--- src/shared/ifw_map.vh ---
`ifndef IFW_MAP_VH
`define IFW_MAP_VH

// Word indices within the identification block
`define IFW_OFS_LINK_SUP   8'h4E
`define IFW_OFS_LINK_EN    8'h4F
`define IFW_OFS_CMD_SUP_A  8'h52
`define IFW_OFS_CMD_SUP_B  8'h53
`define IFW_OFS_CMD_SUP_C  8'h54
`define IFW_OFS_CMD_EN_A   8'h55
`define IFW_OFS_CMD_EN_B   8'h56
`define IFW_OFS_CMD_EN_C   8'h57
`define IFW_OFS_UDMA       8'h58
`define IFW_OFS_ERASE_TIME 8'h59

// Field positions
`define IFW_BIT_SECURITY   1
`define IFW_BIT_PWR_MGMT   3
`define IFW_BIT_WCACHE     5
`define IFW_BIT_LOOKAHEAD  6
`define IFW_BIT_WR_BUF     12
`define IFW_BIT_RD_BUF     13
`define IFW_BIT_NOP        14
`define IFW_BIT_APM        3
`define IFW_BIT_VALID_ONE  14
`define IFW_BIT_VALID_ZERO 15
`define IFW_UDMA_SEL_LSB   8

// Fixed values
`define IFW_VALID_WORD     16'h4000
`define IFW_RESET_WORD     16'h0000
`define IFW_ERASE_UNIT_MIN 16'h0002

// Read latency from address to data, in clock cycles
`define IFW_READ_LATENCY   1

`endif

--- src/rtl/ifw_identify_words.v ---
// What this block does
// - Link support word: bits 1-6 features, rest zero
// - Link enabled word mirrors positions, bit 0 zero
// - Support words B,C: bit 14 one, 15 zero
// - Reserved support bits read zero
// - Support A fixed ones and zeros
// - Support A security, cache, look-ahead from capability
// - Support B bit 3 shows APM capability
// - Support B bits 0,1,2,4 read zero
// - Enabled C: bit 14 one, rest zero
// - Enabled A security, cache, look-ahead live state
// - Enabled A fixed bits mirror support A
// - Enabled B bit 3 shows APM enabled
// - At most one DMA mode selected
// - UDMA bits 14:8 one-hot selected mode, all zero when UDMA not selected
// - UDMA supported bits are cumulative
// - No UDMA support gives zero word
// - Erase time word is minutes divided by two
`timescale 1ns/100ps
`include "ifw_map.vh"

module ifw_identify_words #(
    parameter [5:0] LINK_FEAT_SUP   = 6'h3F,
    parameter       SEC_SUPPORTED   = 1,
    parameter       WCACHE_SUPPORTED = 1,
    parameter       LOOKAHEAD_SUPPORTED = 1,
    parameter       APM_SUPPORTED   = 1,
    parameter       UDMA_SUPPORTED  = 1,
    parameter [2:0] UDMA_MAX_MODE   = 3'h6,
    parameter [15:0] ERASE_MINUTES  = 16'h003C
) (
    input  wire        core_clk,
    input  wire        rst,
    input  wire        rd_req,
    input  wire [7:0]  rd_word_index,
    input  wire [5:0]  link_feat_enabled,
    input  wire        security_enabled,
    input  wire        wcache_enabled,
    input  wire        lookahead_enabled,
    input  wire        apm_enabled,
    input  wire        udma_selected,
    input  wire [2:0]  udma_mode,
    output reg  [15:0] rd_data,
    output reg         rd_valid,
    output reg         rd_hit
);

    reg  [5:0]  link_en_sync1_reg;
    reg  [5:0]  link_en_sync2_reg;
    reg  [4:0]  cfg_sync1_reg;
    reg  [4:0]  cfg_sync2_reg;
    reg  [2:0]  mode_sync1_reg;
    reg  [2:0]  mode_sync2_reg;

    // Config may come from firmware on another clock; two stages each
    always @(posedge core_clk) begin
        if (rst) begin
            link_en_sync1_reg <= 6'h00;
            link_en_sync2_reg <= 6'h00;
            cfg_sync1_reg     <= 5'h00;
            cfg_sync2_reg     <= 5'h00;
            mode_sync1_reg    <= 3'h0;
            mode_sync2_reg    <= 3'h0;
        end else begin
            link_en_sync1_reg <= link_feat_enabled;
            link_en_sync2_reg <= link_en_sync1_reg;
            cfg_sync1_reg     <= {udma_selected, apm_enabled, lookahead_enabled, wcache_enabled, security_enabled};
            cfg_sync2_reg     <= cfg_sync1_reg;
            mode_sync1_reg    <= udma_mode;
            mode_sync2_reg    <= mode_sync1_reg;
        end
    end

    wire sec_en  = cfg_sync2_reg[0];
    wire wc_en   = cfg_sync2_reg[1];
    wire la_en   = cfg_sync2_reg[2];
    wire apm_en  = cfg_sync2_reg[3];
    wire udma_on = cfg_sync2_reg[4];

    wire sec_cap = (SEC_SUPPORTED != 0);
    wire wc_cap  = (WCACHE_SUPPORTED != 0);
    wire la_cap  = (LOOKAHEAD_SUPPORTED != 0);
    wire apm_cap = (APM_SUPPORTED != 0);

    reg  [15:0] w_link_sup;
    reg  [15:0] w_link_en;
    reg  [15:0] w_sup_a;
    reg  [15:0] w_sup_b;
    reg  [15:0] w_sup_c;
    reg  [15:0] w_en_a;
    reg  [15:0] w_en_b;
    reg  [15:0] w_en_c;
    reg  [15:0] w_udma;
    reg  [15:0] w_erase;
    reg  [6:0]  udma_sup_bits;
    reg  [6:0]  udma_sel_bits;
    reg  [2:0]  sel_mode;
    reg  [15:0] rd_data_next;
    reg         rd_hit_next;
    integer     i;

    always @* begin
        w_link_sup = {9'h000, LINK_FEAT_SUP, 1'b0};
        // Enabled only where supported; bit 0 forced low
        w_link_en  = {9'h000, link_en_sync2_reg & LINK_FEAT_SUP, 1'b0};

        w_sup_a = `IFW_RESET_WORD;
        w_sup_a[`IFW_BIT_PWR_MGMT] = 1'b1;
        w_sup_a[`IFW_BIT_WR_BUF]   = 1'b1;
        w_sup_a[`IFW_BIT_RD_BUF]   = 1'b1;
        w_sup_a[`IFW_BIT_NOP]      = 1'b1;
        w_sup_a[`IFW_BIT_SECURITY]  = sec_cap;
        w_sup_a[`IFW_BIT_WCACHE]    = wc_cap;
        w_sup_a[`IFW_BIT_LOOKAHEAD] = la_cap;

        w_sup_b = `IFW_VALID_WORD;
        w_sup_b[`IFW_BIT_APM] = apm_cap;
        w_sup_c = `IFW_VALID_WORD;

        w_en_a = `IFW_RESET_WORD;
        w_en_a[`IFW_BIT_PWR_MGMT] = 1'b1;
        w_en_a[`IFW_BIT_WR_BUF]   = 1'b1;
        w_en_a[`IFW_BIT_RD_BUF]   = 1'b1;
        w_en_a[`IFW_BIT_NOP]      = 1'b1;
        // A feature cannot read enabled unless it is supported
        w_en_a[`IFW_BIT_SECURITY]  = sec_cap & sec_en;
        w_en_a[`IFW_BIT_WCACHE]    = wc_cap & wc_en;
        w_en_a[`IFW_BIT_LOOKAHEAD] = la_cap & la_en;

        w_en_b = `IFW_RESET_WORD;
        w_en_b[`IFW_BIT_APM] = apm_cap & apm_en;
        w_en_c = `IFW_VALID_WORD;

        // Selection clamps to the top supported mode
        sel_mode = (mode_sync2_reg > UDMA_MAX_MODE) ? UDMA_MAX_MODE : mode_sync2_reg;
        for (i = 0; i < 7; i = i + 1) begin
            udma_sup_bits[i] = (i <= UDMA_MAX_MODE);
            udma_sel_bits[i] = udma_on && (sel_mode == i);
        end
        if (UDMA_SUPPORTED != 0) begin
            w_udma = {1'b0, udma_sel_bits, 1'b0, udma_sup_bits};
        end else begin
            w_udma = `IFW_RESET_WORD;
        end

        w_erase = ERASE_MINUTES / `IFW_ERASE_UNIT_MIN;

        rd_hit_next = 1'b1;
        case (rd_word_index)
            `IFW_OFS_LINK_SUP:   rd_data_next = w_link_sup;
            `IFW_OFS_LINK_EN:    rd_data_next = w_link_en;
            `IFW_OFS_CMD_SUP_A:  rd_data_next = w_sup_a;
            `IFW_OFS_CMD_SUP_B:  rd_data_next = w_sup_b;
            `IFW_OFS_CMD_SUP_C:  rd_data_next = w_sup_c;
            `IFW_OFS_CMD_EN_A:   rd_data_next = w_en_a;
            `IFW_OFS_CMD_EN_B:   rd_data_next = w_en_b;
            `IFW_OFS_CMD_EN_C:   rd_data_next = w_en_c;
            `IFW_OFS_UDMA:       rd_data_next = w_udma;
            `IFW_OFS_ERASE_TIME: rd_data_next = w_erase;
            default: begin
                rd_data_next = `IFW_RESET_WORD;
                rd_hit_next  = 1'b0;
            end
        endcase
    end

    always @(posedge core_clk) begin
        if (rst) begin
            rd_data  <= `IFW_RESET_WORD;
            rd_valid <= 1'b0;
            rd_hit   <= 1'b0;
        end else begin
            rd_valid <= rd_req;
            rd_hit   <= rd_req & rd_hit_next;
            rd_data  <= rd_req ? rd_data_next : `IFW_RESET_WORD;
        end
    end

endmodule // ifw_identify_words

--- config.mk ---
export PLATFORM = sky130hd
export DESIGN_NAME = ifw_identify_words
export DESIGN_NICKNAME = d
export VERILOG_FILES = /design/src/rtl/ifw_identify_words.v
export VERILOG_INCLUDE_DIRS = /design/src /design/src/shared
export SDC_FILE = /design/constraint.sdc
export NUM_CORES = 1
export LEC_CHECK = 0
export BUFFER_PORTS_ARGS = -buffer_cell sky130_fd_sc_hd__buf_4
export CAP_MARGIN = 0
export CORE_MARGIN = 2
export CORE_UTILIZATION = 30
export DETAILED_ROUTE_END_ITERATION = 16
export GPL_TIMING_DRIVEN = 0
export PLACE_DENSITY = 0.62
export SETUP_SLACK_MARGIN = 0.1
export SLEW_MARGIN = 20
export SYNTH_ARGS = -nofsm -noshare
export SYNTH_HDL_FRONTEND = slang
export SYNTH_SLANG_ARGS = --single-unit
--- constraint.sdc ---
create_clock -name core_clk -period 1.35 [get_ports core_clk]
set_clock_uncertainty 0.05 [all_clocks]
set_input_delay 0.2025 -clock core_clk [delete_from_list [all_inputs] [get_ports core_clk]]
set_output_delay 0.2025 -clock core_clk [all_outputs]
set_load 0.01 [all_outputs]
Word level (Yosys, flattened, before mapping)
Index checks and enable logic that the tools add are counted.
{"block": "totals", "reg_bits": 46, "out_inout_bits": 18}
{"block": "op_classes", "order_cmp": 1, "eq_ne": 16, "mux": 3, "n_bitwise": 2, "n_reduce_logical": 11}
{"operator": "$pmux 15 s9", "n": 1}
{"operator": "$eq 8x7->1 const B", "n": 10}
{"operator": "$reduce_or 10->1", "n": 1}
{"operator": "$eq 3x3->1 const B", "n": 3}
{"operator": "$logic_and 1x1->1", "n": 7}
{"operator": "$eq 3x2->1 const B", "n": 2}
{"operator": "$reduce_or 2->1", "n": 2}
{"operator": "$eq 3x1->1 const B", "n": 1}
{"operator": "$gt 3x3->1 const B", "n": 1}
{"operator": "$logic_not 3->1", "n": 1}
{"operator": "$mux 3", "n": 1}
{"operator": "$and 1x1->1", "n": 1}
{"operator": "$mux 1", "n": 1}
{"operator": "$not 1->1", "n": 1}

Depth between registers and ports, before layout
{"block": "logic_depth", "depth_word": 5, "ltp_mapped": 6, "depth_no_buf": 4}

Worst setup path after synthesis
OpenSTA, ideal clock, no wires.
{"block": "synth_path", "kind": "input to register", "startpoint": "input port rd_word_index[5]", "endpoint": "register rd_data[11]", "setup_ns": 0.089, "arrival_time_ns": 1.242, "path_slack_ns": -0.031, "stages": 4, "n_path_buf": 1, "cell_sequence": "or3b_4 -> a211o_1 -> buf_6 -> nor4_4"}
{"block": "synth_via", "elab_chain_len": 3, "elab_cells_between_ends": 12}
{"item": "start, declared", "line": "ifw_identify_words.v:35", "rtl": "input wire [7:0] rd_word_index,"}
{"item": "$eq 8x7->1", "line": "ifw_identify_words.v:149", "rtl": "case (rd_word_index)"}
{"item": "$reduce_or 2->1 (no source line)"}
{"item": "$pmux 15 s9 (*)", "line": "ifw_identify_words.v:149"}
{"item": "end signal, assigned", "line": "ifw_identify_words.v:169", "rtl": "rd_data <= `IFW_RESET_WORD;"}
{"item": "end signal, assigned", "line": "ifw_identify_words.v:175", "rtl": "rd_data <= rd_req ? rd_data_next : `IFW_RESET_WORD;"}
{"item": "end, declared", "line": "ifw_identify_words.v:43", "rtl": "output reg [15:0] rd_data,"}
Every way passes the cells marked *; elsewhere a longest branch is shown, timed or not.
A chain may end at the register's enable or synchronous reset.

Worst setup path in the final report
{"block": "layout_path", "startpoint": "input port rd_word_index[2]", "endpoint": "register rd_data[0]"}
Same word-level chain as after synthesis.

==> metrics.md <==
| Metric | Value |
|---|---|
| Min-delay src | link_feat_enabled[1] |
| IO Port Bufs | 38 |
| Clock slew at reported path FFs | 0.08 ns |
| Netlist cell types | 34 |
| Worst reg2reg path endpoint | rd_data[3] |
| Routed len/inst | 10.4 um |
| Vias in the first global route | 977 |
| Setup CP Type | in -> reg |
| Starting Density | 0.307 |
| Final hold slack | 0.0661 ns |
| Io pins | 43 |
| Layout cells sized above 1 | 0.323 |
| N_diodes | 0 |
| Hold Fails Final Rpt | 0 |
| Max Slew Vio Count | 0 |
| Number of synthesized flops with an enable pin | 0 |
| Arr. time, crit path | 1.36 ns |
| Outcome | finished clean |
| Max FFs per register | 14 |
| CTS tree | yes |
| Die width | 75.6 um |
| Setup crit start kind | input pin |
| PwrDens | 1200 nW/um^2 |
| Clock Latency Late Sink | 0.29 ns |
| Final period util | 0.888 |
| Crit-path max FO | 10 |
| Critical path's largest stage delay | 0.29 ns |
| DRT Pass-1 Iters | 4 |
| Synth top area cells | dfxtp_1 (57%), nor2b_1 (12%), o21ai_0 (2.9%) |
| Crit-path slowest cell | a211o_1 |
| Largest net degree at the start of global routing | 15 |
| Post-synth top flop | dfxtp_1 |
| Antenna violations before repair | 0 |
| DP Wirelength | 2060 um |
| Most common library cells after synthesis | dfxtp_1 (44), nor2b_1 (29), o21ai_0 (9) |
| Final setup viols | 0 |
| Nets | 219 |
| Post-synth ARST share | 0 |
| #FFs+latches synth | 44 |
| Fmax | 834 MHz |
| Final min period | 1.20 ns |
| Min-Delay Path Class | in -> reg |
| Most used cell, CP | buf_6 |
| CTS root buf | clkbuf_8 |
| GRT Util Overall | 0.105 |
| Critical path required time | 1.51 ns |
| Register area share after synthesis | 0.573 |
| Final ANT Viol Nets | 0 |
| Vias per cell | 4.17 |
| Fin Setup TNS | 0 ns |
| Top cell type's share of synthesized area | 0.573 |
| Row cnt | 26 |
| Cell with the most instances after synthesis | dfxtp_1 |
| Yosys warns | 0 |
| Gpl congestion | 0.712 |
| DRC viols | 0 |
| Peak supply drop | 516 uV |
| Synth area leader | dfxtp_1 |
| Leak | 0.836 nW |
| R2r setup slk | 0.34 ns |
| First-pass GRT wire length | 4410 um |
| Unrepaired setup endpoints after global routing | true |
| Gate Count Post-Synth | 147 |
| Tot Pwr | 2.49 mW |
| Worst Setup End Kind | register |
| Cts bufs inserted | 5 |
| First DRT Iteration DRCs | 93 |
| R2r startpoint | cfg_sync2_reg[3] |
| Grt total ovfl | 0 |
| Max Cap Viol | 0 |
| Bufs on Longest Clock Path | 2 |
| Mapped Area | 1540 sq um |
| Post-Route WL | 2760 um |
| Height of the chip | 75.6 um |
| Hold Path End | link_en_sync1_reg[1] |
| Clock Sinks | 44 |
| Crit-path cells | buf_4, buf_6, nor3b_1, o21ai_0, a211o_1, buf_6, nor3_2 |
| Area of the core | 5010 sq um |
| Worst hold path depth | 2 |
| # H-tree levels | 2 |
| Synth-to-Final Area Change | 34.8% |
| Via count | 1106 |
| Reg2reg path depth | 4 |
| Synth Area per Inst | 10.5 sq um |
| Die area | 5710 sq um |
-- per-layer routing --
metal  global-route usage  routed length, um  vias up
li1                     -                  -      587
met1                0.126               1200      476
met2                0.168               1280       36
met3               0.0397                209        7
met4               0.0468                 65        0
met5                    0                  0        -
-- metrics by stage --
| stage | cells | setup WS [ns] | area, sq um | utilization |
|---|---|---|---|---|
| after global placement | 256 | -0.260 | 1920 | 0.384 |
| final | 265 | 0.151 | 2070 | 0.414 |
| after floorplan | 148 | 0.102 | 1550 | - |
| after detailed placement | 256 | -0.286 | 1920 | 0.384 |
| after CTS | 264 | 0.125 | 2040 | 0.407 |
| after global routing | 265 | 0.0608 | 2070 | 0.414 |
-- kinds of logic after synthesis --
group,count (synthesis),share of synthesized area
and+or+nand+nor,63,0.267
other,1,0.00244
DFF,44,0.573
buffers and inverters,13,0.0513
AOI/OAI and AO/OA,26,0.107
-- report_power, final --
group          total [mW]  switching, mW  leakage (nW)  internal [mW]
Sequential           1.35         0.0136         0.361           1.34
Clock               0.962          0.415        0.0541          0.547
Combinational       0.173         0.0739         0.421         0.0996
-- area by class of cell --
class                      instances  area [sq um]
clock inverter                     3          42.5
buffer                            10          75.1
clock buffer                       5          68.8
multi-input combinational         91           614
inverter                           3          11.3
sequential                        44           881
tap                               70          87.6
timing repair buffer              39           293
fill                             522          2940
-- placed cells by master (no fill, tap or decap), types with 3 or more instances in the layout --
master | Yosys | final
nor2_1 | 4 | 4
nand2b_1 | 6 | 6
clkbuf_1 | 4 | 4
clkbuf_8 | 0 | 5
inv_1 | 3 | 3
nor2b_1 | 29 | 29
a21oi_1 | 6 | 5
o21ai_0 | 9 | 9
a32oi_1 | 4 | 4
nand2_1 | 4 | 4
dfxtp_1 | 44 | 44
buf_4 | 3 | 41
-- worst max path at each step --
stage | from | end | slack, ns | depth (start not counted)
after CTS | rd_word_index[7] | rd_data[1] | 0.13 | 5
after detailed placement | rd_word_index[5] | rd_data[8] | -0.29 | 4
after global placement | rd_word_index[5] | rd_data[8] | -0.26 | 4
after global routing | rd_word_index[0] | rd_data[1] | 0.06 | 5
after floorplan | rd_word_index[1] | rd_data[12] | 0.10 | 5
final | rd_word_index[2] | rd_data[0] | 0.15 | 7
-- critical path: cells and delay by family --
family                 cells  cell delay (ns)
and+or+nand+nor            2             0.35
AOI/OAI and AO/OA          2             0.41
buffers and inverters      3             0.40
-- timing repair --
action	in CTS	in global routing
setup endpoints to repair	9	8
hold buffers	0	0
pin swaps	0	1
resized for setup	1	5
buffers inserted	0	1
Power figures use the tool's default switching activity.
